===== config.mk =====
export PLATFORM = sky130hd
export DESIGN_NAME = spc_pin_control
export DESIGN_NICKNAME = d
export VERILOG_FILES = /design/src/spc_pkg.sv /design/src/spc_pin_sync.sv /design/src/spc_pin_control.sv
export SDC_FILE = /design/constraint.sdc
export NUM_CORES = 1
export LEC_CHECK = 0
export BUFFER_PORTS_ARGS = -buffer_cell sky130_fd_sc_hd__buf_4
export CORE_ASPECT_RATIO = 1.2
export CORE_UTILIZATION = 25
export CTS_BUF_LIST = sky130_fd_sc_hd__clkbuf_4 sky130_fd_sc_hd__clkbuf_8
export CTS_CLUSTER_DIAMETER = 60
export CTS_CLUSTER_SIZE = 16
export DETAILED_ROUTE_END_ITERATION = 12
export PLACE_DENSITY = 0.55
export SKIP_LAST_GASP = 1
export SYNTH_ARGS = -nofsm -noshare
export SYNTH_HDL_FRONTEND = slang
export SYNTH_HIERARCHICAL = 1
export SYNTH_SLANG_ARGS = --single-unit

===== constraint.sdc =====
create_clock -name sys_clk -period 1.9 [get_ports sys_clk]
set_input_delay 0.19 -clock sys_clk [delete_from_list [all_inputs] [get_ports sys_clk]]
set_output_delay 0.19 -clock sys_clk [all_outputs]
set_load 0.02 [all_outputs]

===== src/spc_pkg.sv =====
// shared constants and types of the serial port pin control block
package spc_pkg;

	// ==========================================================
	// register access
	localparam logic [7:0] SPC_PCR_SUBADDR = 8'h0E; // subbank address of the pin control register

	// ==========================================================
	// field positions in the pin control register
	localparam int SPC_BIT_TX_GPIO   = 13;
	localparam int SPC_BIT_RX_GPIO   = 12;
	localparam int SPC_BIT_FSX_MODE  = 11;
	localparam int SPC_BIT_FSR_MODE  = 10;
	localparam int SPC_BIT_TX_CLOCK_PIN_MODE = 9;
	localparam int SPC_BIT_RX_CLOCK_PIN_MODE = 8;
	localparam int SPC_BIT_REF_EXT   = 7;
	localparam int SPC_BIT_REF_CLOCK_PIN_STATUS = 6;
	localparam int SPC_BIT_DATA_OUT_PIN_STATUS   = 5;
	localparam int SPC_BIT_DATA_IN_PIN_STATUS   = 4;
	localparam int SPC_BIT_FSX_POL   = 3;
	localparam int SPC_BIT_FSR_POL   = 2;
	localparam int SPC_BIT_TX_CLOCK_PIN_POL  = 1;
	localparam int SPC_BIT_RX_CLOCK_PIN_POL  = 0;

	// ==========================================================
	// types
	typedef struct packed {
		logic tx_gpio_enable;
		logic rx_gpio_enable;
		logic tx_fsync_mode;
		logic rx_fsync_mode;
		logic tx_clock_mode;
		logic rx_clock_mode;
		logic generator_ref_extended;
		logic data_out_pin_status;
		logic tx_fsync_polarity;
		logic rx_fsync_polarity;
		logic tx_clock_polarity;
		logic rx_clock_polarity;
	} spc_pcr_t;

	typedef struct packed {
		logic out; // level driven onto the pin
		logic oe;  // high while the pin is driven
	} spc_pin_t;

	typedef struct packed {
		logic s1; // first synchroniser stage
		logic s2; // second synchroniser stage
		logic s3; // delayed copy for edge finding
	} spc_sync_state_t;

	typedef struct packed {
		spc_pcr_t    serial_pin_control;
		logic [15:0] rdata;
		spc_pin_t    dx;
		spc_pin_t    tx_fsync_pin;
		spc_pin_t    tx_clock_pin;
		spc_pin_t    rx_fsync_pin;
		spc_pin_t    rx_clock_pin;
		logic        tx_shift;
		logic        rx_sample;
		logic        tx_fs;
		logic        rx_fs;
		logic        rx_data;
		logic        ref_strobe;
		logic        prev_tx_clk;
		logic        prev_rx_clk;
		logic        prev_ref;
	} spc_state_t;

	// ==========================================================
	// reset values
	localparam spc_pcr_t        SPC_PCR_RESET   = '0;
	localparam spc_sync_state_t SPC_SYNC_RESET  = '0;
	localparam spc_state_t      SPC_STATE_RESET = '0;

endpackage : spc_pkg


===== src/spc_pin_sync.sv =====
// two-stage synchroniser with edge finding for one serial port pin
`timescale 1ns/100ps

module spc_pin_sync
	import spc_pkg::*;
(
	input  wire logic sys_clk, // system clock
	input  wire logic rstn,    // synchronous reset, active low
	input  wire logic pin_in,  // raw pin level
	output logic      level,   // synchronised level
	output logic      rise,    // one-cycle pulse on a rising edge
	output logic      fall     // one-cycle pulse on a falling edge
);

	spc_sync_state_t cur;
	spc_sync_state_t next_cur;

	// ==========================================================
	// shift chain; s1 feeds only s2
	always_comb begin
		next_cur    = cur;
		next_cur.s1 = pin_in;
		next_cur.s2 = cur.s1;
		next_cur.s3 = cur.s2;
	end

	always_ff @(posedge sys_clk) begin
		if (!rstn) begin
			cur <= SPC_SYNC_RESET;
		end else begin
			cur <= next_cur;
		end
	end

	// edges are seen only between the second and third stage
	assign level = cur.s2;
	assign rise  = cur.s2 & ~cur.s3;
	assign fall  = ~cur.s2 & cur.s3;

endmodule : spc_pin_sync


===== src/spc_pin_control.sv =====
// pin control logic of the buffered serial port: directions, sources, polarity, gpio
`timescale 1ns/100ps

// Overview of operation
// - tx gpio enable honoured only in transmitter reset
// - tx gpio: data out, fsync, clock become gpio
// - rx gpio enable honoured only in receiver reset
// - rx gpio: data in, ref, fsync, clock gpio
// - ref pin use set by reset and enable
// - tx fsync mode picks external pin or internal source, generator or buffer copy
// - rx fsync mode: input, or generator fsync, driven out while clock sync is clear
// - tx clock mode: external input or generator output
// - spi slave: master drives tx clock, rx follows
// - spi master: drives tx clock, rx uses it
// - outside spi: rx clock mode sets rx pin direction
// - loopback with rx clock mode clear: rx follows tx, rx pin floats
// - extended bit picks generator reference group
// - bit 6 mirrors ref pin as gpio input
// - bit 5 drives data out pin as gpio
// - bit 4 mirrors data in pin as gpio
// - fsync polarity zero high, one low
// - tx data on rising or falling clock edge
// - rx sample on falling or rising clock edge
// - top two bits reserved, no pin effect
// - four generator sources from two mode bits
module spc_pin_control
	import spc_pkg::*;
(
	input  wire logic        sys_clk,              // system clock, 200 MHz
	input  wire logic        rstn,                 // synchronous reset, active low
	input  wire logic        reg_write,            // one-cycle write strobe
	input  wire logic [7:0]  reg_subaddr,          // subbank address of the access
	input  wire logic [15:0] reg_wdata,            // write data
	output logic      [15:0] reg_rdata,            // pin control register read value
	input  wire logic        transmitter_reset_n,  // transmitter out of reset
	input  wire logic        receiver_reset_n,     // receiver out of reset
	input  wire logic        digital_loopback,     // loop-back mode
	input  wire logic [1:0]  clock_stop_field,     // nonzero selects spi mode
	input  wire logic        generator_clock_sync, // generator clock synchronisation
	input  wire logic        generator_fsync_mode, // generator drives tx fsync
	input  wire logic        generator_clock_mode, // generator clock source select
	input  wire logic        gen_clock,            // generator clock level
	input  wire logic        gen_fsync,            // generator frame sync, active high
	input  wire logic        tx_copy_fsync,        // fsync from transmit buffer copy
	input  wire logic        tx_data,              // transmitter serial bit
	input  wire logic        tx_data_en,           // transmitter drives data out
	input  wire logic        serial_data_in_pin,   // data in pin
	input  wire logic        external_ref_clock_pin, // reference clock pin
	input  wire logic        tx_fsync_pin_in,      // tx fsync pin level
	input  wire logic        tx_clock_pin_in,      // tx clock pin level
	input  wire logic        rx_fsync_pin_in,      // rx fsync pin level
	input  wire logic        rx_clock_pin_in,      // rx clock pin level
	output logic             serial_data_out_pin,  // data out pin level
	output logic             serial_data_out_oe,   // data out pin enable
	output logic             tx_fsync_pin_out,     // tx fsync pin level
	output logic             tx_fsync_pin_oe,      // tx fsync pin enable
	output logic             tx_clock_pin_out,     // tx clock pin level
	output logic             tx_clock_pin_oe,      // tx clock pin enable
	output logic             rx_fsync_pin_out,     // rx fsync pin level
	output logic             rx_fsync_pin_oe,      // rx fsync pin enable
	output logic             rx_clock_pin_out,     // rx clock pin level
	output logic             rx_clock_pin_oe,      // rx clock pin enable
	output logic             tx_shift_strobe,      // pulse: shift next tx bit
	output logic             tx_fsync,             // tx frame sync, active high
	output logic             rx_sample_strobe,     // pulse: sample rx bit
	output logic             rx_fsync,             // rx frame sync, active high
	output logic             rx_data,              // rx serial bit
	output logic             srg_ref_strobe        // pulse: generator reference edge
);

	spc_state_t cur;
	spc_state_t next_cur;

	// ==========================================================
	// pin synchronisers
	logic dr_lvl;
	logic external_ref_clock_pin_lvl;
	logic fsx_lvl;
	logic tx_clock_pin_lvl;
	logic fsr_lvl;
	logic rx_clock_pin_lvl;

	spc_pin_sync u_sync_dr (
		.sys_clk (sys_clk),
		.rstn    (rstn),
		.pin_in  (serial_data_in_pin),
		.level   (dr_lvl),
		.rise    (),
		.fall    ()
	);

	spc_pin_sync u_sync_external_ref_clock_pin (
		.sys_clk (sys_clk),
		.rstn    (rstn),
		.pin_in  (external_ref_clock_pin),
		.level   (external_ref_clock_pin_lvl),
		.rise    (),
		.fall    ()
	);

	spc_pin_sync u_sync_fsx (
		.sys_clk (sys_clk),
		.rstn    (rstn),
		.pin_in  (tx_fsync_pin_in),
		.level   (fsx_lvl),
		.rise    (),
		.fall    ()
	);

	spc_pin_sync u_sync_tx_clock_pin (
		.sys_clk (sys_clk),
		.rstn    (rstn),
		.pin_in  (tx_clock_pin_in),
		.level   (tx_clock_pin_lvl),
		.rise    (),
		.fall    ()
	);

	spc_pin_sync u_sync_fsr (
		.sys_clk (sys_clk),
		.rstn    (rstn),
		.pin_in  (rx_fsync_pin_in),
		.level   (fsr_lvl),
		.rise    (),
		.fall    ()
	);

	spc_pin_sync u_sync_rx_clock_pin (
		.sys_clk (sys_clk),
		.rstn    (rstn),
		.pin_in  (rx_clock_pin_in),
		.level   (rx_clock_pin_lvl),
		.rise    (),
		.fall    ()
	);

	// ==========================================================
	// mode decode
	logic tx_gpio;
	logic rx_gpio;
	logic spi_mode;
	logic rx_follows_tx;
	logic tx_clk_lvl;
	logic rx_clk_lvl;
	logic tx_rise;
	logic tx_fall;
	logic rx_rise;
	logic rx_fall;
	logic ref_lvl;
	logic ref_cpu;
	logic pcr_hit;

	// gpio takes effect only while the matching half is held in reset
	assign tx_gpio  = ~transmitter_reset_n & cur.serial_pin_control.tx_gpio_enable;
	assign rx_gpio  = ~receiver_reset_n & cur.serial_pin_control.rx_gpio_enable;
	assign spi_mode = |clock_stop_field;
	assign pcr_hit  = reg_write && (reg_subaddr == SPC_PCR_SUBADDR);

	// spi in either role and loop-back with rx clock mode clear run rx from tx
	assign rx_follows_tx = spi_mode | (digital_loopback & ~cur.serial_pin_control.rx_clock_mode);

	// internal clock levels and their edges
	assign tx_clk_lvl = cur.serial_pin_control.tx_clock_mode ? gen_clock : tx_clock_pin_lvl;
	assign rx_clk_lvl = rx_follows_tx ? tx_clk_lvl
		: (cur.serial_pin_control.rx_clock_mode ? gen_clock : rx_clock_pin_lvl);
	assign tx_rise = tx_clk_lvl & ~cur.prev_tx_clk;
	assign tx_fall = ~tx_clk_lvl & cur.prev_tx_clk;
	assign rx_rise = rx_clk_lvl & ~cur.prev_rx_clk;
	assign rx_fall = ~rx_clk_lvl & cur.prev_rx_clk;

	// generator reference: the ref pin counts only while not a gpio input
	always_comb begin
		ref_cpu = 1'b0;
		unique case ({cur.serial_pin_control.generator_ref_extended, generator_clock_mode})
			2'b00: ref_lvl = external_ref_clock_pin_lvl & ~rx_gpio;
			2'b01: begin
				ref_lvl = 1'b0;
				ref_cpu = 1'b1;
			end
			2'b10: ref_lvl = rx_clock_pin_lvl;
			2'b11: ref_lvl = tx_clock_pin_lvl;
		endcase
	end

	// ==========================================================
	// next state
	always_comb begin
		next_cur = cur;

		// register write; reserved bits and status bits 6 and 4 are not stored
		if (pcr_hit) begin
			next_cur.serial_pin_control.tx_gpio_enable         = reg_wdata[SPC_BIT_TX_GPIO];
			next_cur.serial_pin_control.rx_gpio_enable         = reg_wdata[SPC_BIT_RX_GPIO];
			next_cur.serial_pin_control.tx_fsync_mode          = reg_wdata[SPC_BIT_FSX_MODE];
			next_cur.serial_pin_control.rx_fsync_mode          = reg_wdata[SPC_BIT_FSR_MODE];
			next_cur.serial_pin_control.tx_clock_mode          = reg_wdata[SPC_BIT_TX_CLOCK_PIN_MODE];
			next_cur.serial_pin_control.rx_clock_mode          = reg_wdata[SPC_BIT_RX_CLOCK_PIN_MODE];
			next_cur.serial_pin_control.generator_ref_extended = reg_wdata[SPC_BIT_REF_EXT];
			next_cur.serial_pin_control.data_out_pin_status    = reg_wdata[SPC_BIT_DATA_OUT_PIN_STATUS];
			next_cur.serial_pin_control.tx_fsync_polarity      = reg_wdata[SPC_BIT_FSX_POL];
			next_cur.serial_pin_control.rx_fsync_polarity      = reg_wdata[SPC_BIT_FSR_POL];
			next_cur.serial_pin_control.tx_clock_polarity      = reg_wdata[SPC_BIT_TX_CLOCK_PIN_POL];
			next_cur.serial_pin_control.rx_clock_polarity      = reg_wdata[SPC_BIT_RX_CLOCK_PIN_POL];
		end

		// read value; bits 15 and 14 stay zero
		next_cur.rdata = 16'h0000;
		next_cur.rdata[SPC_BIT_TX_GPIO]   = cur.serial_pin_control.tx_gpio_enable;
		next_cur.rdata[SPC_BIT_RX_GPIO]   = cur.serial_pin_control.rx_gpio_enable;
		next_cur.rdata[SPC_BIT_FSX_MODE]  = cur.serial_pin_control.tx_fsync_mode;
		next_cur.rdata[SPC_BIT_FSR_MODE]  = cur.serial_pin_control.rx_fsync_mode;
		next_cur.rdata[SPC_BIT_TX_CLOCK_PIN_MODE] = cur.serial_pin_control.tx_clock_mode;
		next_cur.rdata[SPC_BIT_RX_CLOCK_PIN_MODE] = cur.serial_pin_control.rx_clock_mode;
		next_cur.rdata[SPC_BIT_REF_EXT]   = cur.serial_pin_control.generator_ref_extended;
		next_cur.rdata[SPC_BIT_REF_CLOCK_PIN_STATUS] = rx_gpio & external_ref_clock_pin_lvl;
		next_cur.rdata[SPC_BIT_DATA_OUT_PIN_STATUS]   = cur.serial_pin_control.data_out_pin_status;
		next_cur.rdata[SPC_BIT_DATA_IN_PIN_STATUS]   = rx_gpio & dr_lvl;
		// a gpio input pin reads its level in place of the polarity bit
		next_cur.rdata[SPC_BIT_FSX_POL]  = (tx_gpio && !cur.serial_pin_control.tx_fsync_mode)
			? fsx_lvl : cur.serial_pin_control.tx_fsync_polarity;
		next_cur.rdata[SPC_BIT_FSR_POL]  = (rx_gpio && !cur.serial_pin_control.rx_fsync_mode)
			? fsr_lvl : cur.serial_pin_control.rx_fsync_polarity;
		next_cur.rdata[SPC_BIT_TX_CLOCK_PIN_POL] = (tx_gpio && !cur.serial_pin_control.tx_clock_mode)
			? tx_clock_pin_lvl : cur.serial_pin_control.tx_clock_polarity;
		next_cur.rdata[SPC_BIT_RX_CLOCK_PIN_POL] = (rx_gpio && !cur.serial_pin_control.rx_clock_mode)
			? rx_clock_pin_lvl : cur.serial_pin_control.rx_clock_polarity;

		// edge history
		next_cur.prev_tx_clk = tx_clk_lvl;
		next_cur.prev_rx_clk = rx_clk_lvl;
		next_cur.prev_ref    = ref_lvl;
		next_cur.ref_strobe  = ref_cpu | (ref_lvl & ~cur.prev_ref);

		// transmit side
		if (tx_gpio) begin
			// data out is always driven with bit 5; mode bits give fsync and clock direction, polarity bits their level
			next_cur.dx.out   = cur.serial_pin_control.data_out_pin_status;
			next_cur.dx.oe    = 1'b1;
			next_cur.tx_fsync_pin.out  = cur.serial_pin_control.tx_fsync_polarity;
			next_cur.tx_fsync_pin.oe   = cur.serial_pin_control.tx_fsync_mode;
			next_cur.tx_clock_pin.out = cur.serial_pin_control.tx_clock_polarity;
			next_cur.tx_clock_pin.oe  = cur.serial_pin_control.tx_clock_mode;
			next_cur.tx_shift = 1'b0;
			next_cur.tx_fs    = 1'b0;
		end else begin
			next_cur.dx.out   = tx_data;
			next_cur.dx.oe    = tx_data_en;
			// master drives the generator clock out; slave takes the pin
			next_cur.tx_clock_pin.out = gen_clock;
			next_cur.tx_clock_pin.oe  = cur.serial_pin_control.tx_clock_mode;
			next_cur.tx_shift = cur.serial_pin_control.tx_clock_polarity ? tx_fall : tx_rise;
			if (cur.serial_pin_control.tx_fsync_mode) begin
				next_cur.tx_fs   = generator_fsync_mode ? gen_fsync : tx_copy_fsync;
				next_cur.tx_fsync_pin.out = next_cur.tx_fs ^ cur.serial_pin_control.tx_fsync_polarity;
				next_cur.tx_fsync_pin.oe  = 1'b1;
			end else begin
				next_cur.tx_fs   = fsx_lvl ^ cur.serial_pin_control.tx_fsync_polarity;
				next_cur.tx_fsync_pin.out = 1'b0;
				next_cur.tx_fsync_pin.oe  = 1'b0;
			end
		end

		// receive side
		if (rx_gpio) begin
			next_cur.rx_fsync_pin.out   = cur.serial_pin_control.rx_fsync_polarity;
			next_cur.rx_fsync_pin.oe    = cur.serial_pin_control.rx_fsync_mode;
			next_cur.rx_clock_pin.out  = cur.serial_pin_control.rx_clock_polarity;
			next_cur.rx_clock_pin.oe   = cur.serial_pin_control.rx_clock_mode;
			next_cur.rx_sample = 1'b0;
			next_cur.rx_fs     = 1'b0;
			next_cur.rx_data   = 1'b0;
		end else begin
			next_cur.rx_data   = dr_lvl;
			next_cur.rx_sample = cur.serial_pin_control.rx_clock_polarity ? rx_rise : rx_fall;
			// rx clock pin floats whenever rx runs from the tx clock
			next_cur.rx_clock_pin.out  = gen_clock;
			next_cur.rx_clock_pin.oe   = cur.serial_pin_control.rx_clock_mode & ~spi_mode;
			if (cur.serial_pin_control.rx_fsync_mode) begin
				next_cur.rx_fs   = gen_fsync;
				next_cur.rx_fsync_pin.out = gen_fsync ^ cur.serial_pin_control.rx_fsync_polarity;
				next_cur.rx_fsync_pin.oe  = ~generator_clock_sync;
			end else begin
				next_cur.rx_fs   = fsr_lvl ^ cur.serial_pin_control.rx_fsync_polarity;
				next_cur.rx_fsync_pin.out = 1'b0;
				next_cur.rx_fsync_pin.oe  = 1'b0;
			end
		end
	end

	// ==========================================================
	// state register
	always_ff @(posedge sys_clk) begin
		if (!rstn) begin
			cur <= SPC_STATE_RESET;
		end else begin
			cur <= next_cur;
		end
	end

	// ==========================================================
	// outputs, all straight from the state register
	assign reg_rdata           = cur.rdata;
	assign serial_data_out_pin = cur.dx.out;
	assign serial_data_out_oe  = cur.dx.oe;
	assign tx_fsync_pin_out    = cur.tx_fsync_pin.out;
	assign tx_fsync_pin_oe     = cur.tx_fsync_pin.oe;
	assign tx_clock_pin_out    = cur.tx_clock_pin.out;
	assign tx_clock_pin_oe     = cur.tx_clock_pin.oe;
	assign rx_fsync_pin_out    = cur.rx_fsync_pin.out;
	assign rx_fsync_pin_oe     = cur.rx_fsync_pin.oe;
	assign rx_clock_pin_out    = cur.rx_clock_pin.out;
	assign rx_clock_pin_oe     = cur.rx_clock_pin.oe;
	assign tx_shift_strobe     = cur.tx_shift;
	assign tx_fsync            = cur.tx_fs;
	assign rx_sample_strobe    = cur.rx_sample;
	assign rx_fsync            = cur.rx_fs;
	assign rx_data             = cur.rx_data;
	assign srg_ref_strobe      = cur.ref_strobe;

	// ==========================================================
	// checks
	AST_TX_RUN_SERIAL: assert property (@(posedge sys_clk) disable iff (!rstn)
		transmitter_reset_n |=> serial_data_out_pin == $past(tx_data))
		else $error("data out not serial while transmitter runs");

	AST_TX_GPIO_DRIVE: assert property (@(posedge sys_clk) disable iff (!rstn)
		(tx_gpio && !pcr_hit) |=> serial_data_out_oe && !tx_shift_strobe
			&& (serial_data_out_pin == reg_rdata[SPC_BIT_DATA_OUT_PIN_STATUS]))
		else $error("gpio data out level wrong");

	AST_RX_GPIO_QUIET: assert property (@(posedge sys_clk) disable iff (!rstn)
		rx_gpio |=> !rx_sample_strobe && !rx_fsync && !rx_data)
		else $error("receive activity during rx gpio");

	AST_DR_STATUS: assert property (@(posedge sys_clk) disable iff (!rstn)
		rx_gpio |=> reg_rdata[SPC_BIT_DATA_IN_PIN_STATUS] == $past(dr_lvl))
		else $error("data in status does not follow pin");

	AST_FSR_DIR: assert property (@(posedge sys_clk) disable iff (!rstn)
		(!rx_gpio && cur.serial_pin_control.rx_fsync_mode) |=> rx_fsync_pin_oe == !$past(generator_clock_sync))
		else $error("rx fsync direction wrong");

	AST_RX_CLOCK_PIN_FLOAT: assert property (@(posedge sys_clk) disable iff (!rstn)
		(!rx_gpio && digital_loopback && !cur.serial_pin_control.rx_clock_mode) |=> !rx_clock_pin_oe)
		else $error("rx clock pin driven in loop-back");

	AST_TX_CLOCK_PIN_DIR: assert property (@(posedge sys_clk) disable iff (!rstn)
		(!tx_gpio && !pcr_hit) |=> tx_clock_pin_oe == reg_rdata[SPC_BIT_TX_CLOCK_PIN_MODE])
		else $error("tx clock direction wrong");

	AST_TX_EDGE: assert property (@(posedge sys_clk) disable iff (!rstn)
		(!tx_gpio && !cur.serial_pin_control.tx_clock_polarity && tx_fall) |=> !tx_shift_strobe)
		else $error("tx shift on wrong edge");

	AST_REF_CPU: assert property (@(posedge sys_clk) disable iff (!rstn)
		(!cur.serial_pin_control.generator_ref_extended && generator_clock_mode) |=> srg_ref_strobe)
		else $error("cpu reference strobe missing");

	AST_RESERVED_ZERO: assert property (@(posedge sys_clk) disable iff (!rstn)
		##1 reg_rdata[15:14] == 2'b00)
		else $error("reserved bits read nonzero");

endmodule : spc_pin_control


; ---- After elaboration in Yosys (flattened, before gate mapping)
; Index checks and enable logic that the tools add are counted.
[totals]
register_bits = 59
in_bits = 46
out_inout_bits = 32
elab_cells = 110
[classes]
n_eq_ne = 4
muxes = 18
bitwise_logic = 30
n_reduce_logical = 13
[op_table]
columns = operator, n
row1 = $mux 1, 13
row2 = $and 1x1->1, 12
row3 = $not 1->1, 12
row4 = $eq 8x4->1 const B, 1
row5 = $mux 6, 1
row6 = $reduce_or 2->1, 3
row7 = $logic_and 1x1->1, 5
row8 = $eq 2x2->1 const B, 2
row9 = $logic_not 1->1, 4
row10 = $mux 2, 2
row11 = $mux 4, 1
row12 = $pmux 1 s4, 1
row13 = $xor 1x1->1, 4
row14 = $eq 2x1->1 const B, 1
row15 = $logic_not 2->1, 1
row16 = $or 1x1->1, 2

; ---- Longest topological paths before layout
[logic_depth]
depth_word = 7
mapped_depth = 5
mapped_depth_nobuf = 4

; ---- Cells and area by module
; Netlist, hierarchy kept.
[by_module_without_submodules]
columns = module, n_inst, cells_each, area_per_inst_um2
row1 = spc_pin_control, 1, 190, 1696.6
row2 = spc_pin_sync, 6, 8, 91.3

; ---- Worst setup path after synthesis
; OpenSTA, ideal clock, no wires.
[synth_path]
path_kind = in2reg
start = in reg_subaddr[4]
end = reg cur[35] in the netlist's numbering
arrival_ns = 1.406
path_slack_ns = 0.372
cell_stages = 4
path_buffers = 1
cell_sequence = or4b_4 > nor4b_4 > clkbuf_2 > o21ai_0
[synth_via]
elab_chain_cells = 2
[synth_rtl]
columns = item, line_no
row1 = from (decl), spc_pin_control.sv:32  ; input wire logic [7:0] reg_subaddr,
row2 = $eq 8x4->1, spc_pin_control.sv:157  ; assign pcr_hit = reg_write && (reg_subaddr == SPC_PCR_SUBADDR);
row3 = $logic_and 1x1->1, spc_pin_control.sv:157
row4 = to (signal assigned), spc_pin_control.sv:296  ; cur <= next_cur;
row5 = to (decl), spc_pin_control.sv:71  ; spc_state_t cur;
; Every way passes these cells.
; A chain may end at the register's enable or synchronous reset.

; ---- Worst setup path in the final report
[layout_path]
start = reg cur[45] in the netlist's numbering
end = reg cur (netlist bit rx_fsync_pin_out)
[layout_via]
elab_chain_cells = 2
[layout_rtl]
columns = item, line_no
row1 = $and 1x1->1, spc_pin_control.sv:155  ; assign rx_gpio = ~receiver_reset_n & cur.serial_pin_control.rx_gpio_enable;
row2 = $mux 4, spc_pin_control.sv:264  ; if (rx_gpio) begin
; Every way passes these cells.

==> summary.md <==
| Metric | Value |
|---|---|
| Run status | finished with violations |
| Failing checks | design-rule violations |
| Die width | 83.89 µm |
| IO Pins | 78 |
| Starting density of the core | 25.96% |
| Post_cts resized | 0 |
| Worst endpoint data arrival time | around 1500 ps |
| Crit path kind | reg -> reg |
| R2R setup slack | 580 ps |
| Initial antenna violation count | 0 |
| DRT Pass-1 Iters | 8 |
| Final Setup Violations | 0 |
| Worst r2r src | cur[45] |
| Reg2Reg Depth | 4 |
| Hold Path Sink | rx_fsync_pin_oe |
| Fin Clk Skew | 3.252 ps |
| Total GRT Usage | between 10 and 15% |
| Antenna diode count | 0 |
| Die area | 8412 µm² |
| Synthesized area | 2012 µm² |
| CP peak stage delay | 480 ps |
| Most flop-heavy register | cur |
| Vias/cell | 4.255 |
| Worst setup margin | 577.7 ps |
| Max Cap Viol | 0 |
| Unrepaired setup endpoints after global routing | false |
| Worst endpoint required time | 2080 ps |
| Worst hold path class | in -> reg |
| Hold depth | 2 |
| Crit-path cells | nor2b_1, nor3b_1, o21ai_0, a21boi_0 |
| CTS tree | built |
| Slowest CP cell | nor2b_1 |
| Via count | 1549 |
| Max Slew Vio Count | 0 |
| Minimum clock period | 1322 ps |
| Largest register FFs | 15 |
| Drt initial violations | between 40 and 50 |
| CTS Buf Count | 5 |
| Yosys warning total | 6 |
| Beginning of the worst hold path | generator_clock_sync |
| Measured slew at the worst slew-check pin | about 550 ps |
| Critical path fanouts, max | 7 |
| Layout Nets | between 300 and 400 |
| DRC violations left | 7 |
| Critical Path End Type | register |
| I/O Buffers | 71 |
| Max Root-Sink Buffers | 2 |
| Syn Inst Count | about 210 |
| Hold-fix buffers at CTS | 0 |
| # clock sinks | 55 |
| Congestion Overflow GR | 0 |
| Share of layout cells above drive strength 1 | 30.51% |
| VDD IR max | approximately 0.46 mV |
| Final wirelength | 4166 µm |
| Post-CTS Setup Inserts | 0 |
| Worst skew pair latency | 300 ps |
| Synthesized area per cell | between 9 and 10 µm² |
| Util after Layout | about a third |
| Final period util | 69.59% |
| Max Fclk | around 760 MHz |
| Antenna viol nets, final | 0 |
| Synth-to-Final Area Change | 31.65% |
| Vias in the first global route | between 1000 and 1500 |
| Setup TNS | 0 ps |
| Core Rows | 35 |
| Worst Setup Slack post-DPL | 279.3 ps |
| First-pass GRT wire length | roughly 6400 µm |
| Dpl hpwl | 3082 µm |
| WL per Instance | 11.45 µm |
| H-tree levels | 2 |
| Gpl congestion | 0.6689 |
| Crit path launch type | register |
| Root Buffer | clkbuf_8 |
| Core Box Area | 7751 µm² |
| Clk slew on worst S/H paths | around 90 ps |
| Largest net degree at the start of global routing | 38 |
| Worst R2R End | rx_fsync_pin_out |
| Die Y | 100.3 µm |
| Leak | 1.219 nW |
| Pwr/cell area | 803.7 nW/µm² |
| Slew margin rel. | a little under two thirds |
| Hold Violations, Final | 0 |
-- power breakdown --
group          internal [mW]  switching (mW)  total, mW
sequential              1.17         0.00764       1.18
combinational         0.0879          0.0640      0.152
clock                  0.427           0.368      0.795
total                   1.69           0.440       2.13
-- per-stage QoR --
| step | hold slack (ps) | power [mW] | area [µm²] | std cells |
|---|---|---|---|---|
| detailed placement | 375.7 | 1.365 | 2531 | 356 |
| CTS | 43.91 | 2.168 | 2649 | 364 |
| finish | 55.05 | 2.129 | 2649 | 364 |
| floorplan | 280.4 | 1.272 | 2016 | 215 |
| global route | 39.32 | 2.242 | 2649 | 364 |
| global placement | 371.7 | 1.362 | 2531 | 356 |
-- layout by cell type (no fill, tap or decap), drive strengths merged --
cell type	count
a211oi	1
a21boi	7
a21oi	4
and2	13
and3	4
buf	73
bufinv	1
clkbuf	6
clkinv	1
conb	2
dfxtp	55
inv	10
mux2i	5
nand2	25
nand2b	2
nand3	14
nand3b	3
nand4b	2
nor2	10
nor2b	4
nor3	1
nor3b	1
nor4b	1
o21a	1
o21ai	20
o22ai	2
or3	1
or4b	1
xnor2	1
xor2	1
-- how the worst max path moves through the flow --
stage / from / end / slack [ps] / cells after the start
after floorplan: reg_subaddr[4] / cur[35] / 370 / 4
after global placement: reg_subaddr[4] / cur[40] / 310 / 6
after detailed placement: reg_subaddr[4] / cur[38] / 280 / 6
after CTS: cur[45] / rx_fsync_pin_out / 560 / 4
after global routing: cur[45] / srg_ref_strobe / 520 / 4
final: cur[45] / rx_fsync_pin_out / 580 / 4
-- critical path: cells and delay by family (launching register included) --
kind | cells | cell delay, ps
compound gates | 2 | 270
flops | 1 | 360
simple gates | 2 | 570
-- area by class of cell --
| class | instances | area [µm²] |
|---|---|---|
| Inverter | 10 | 37.54 |
| Clock inverter | 2 | 35.03 |
| Clock buffer | 6 | 82.58 |
| Multi-Input combinational cell | 126 | 716.9 |
| Timing Repair Buffer | 73 | 560.5 |
| Sequential cell | 55 | 1101 |
| Fill cell | 817 | 5102 |
| Tap cell | 92 | 115.1 |
-- layer usage --
layer  global-route usage, %  part of all wire [%]
met1                   11.02                    42
met2                   18.03                    51
met3                   3.125                   5.9
met4                   3.979                  0.72
met5                       0                     0
Power figures use the tool's default switching activity.
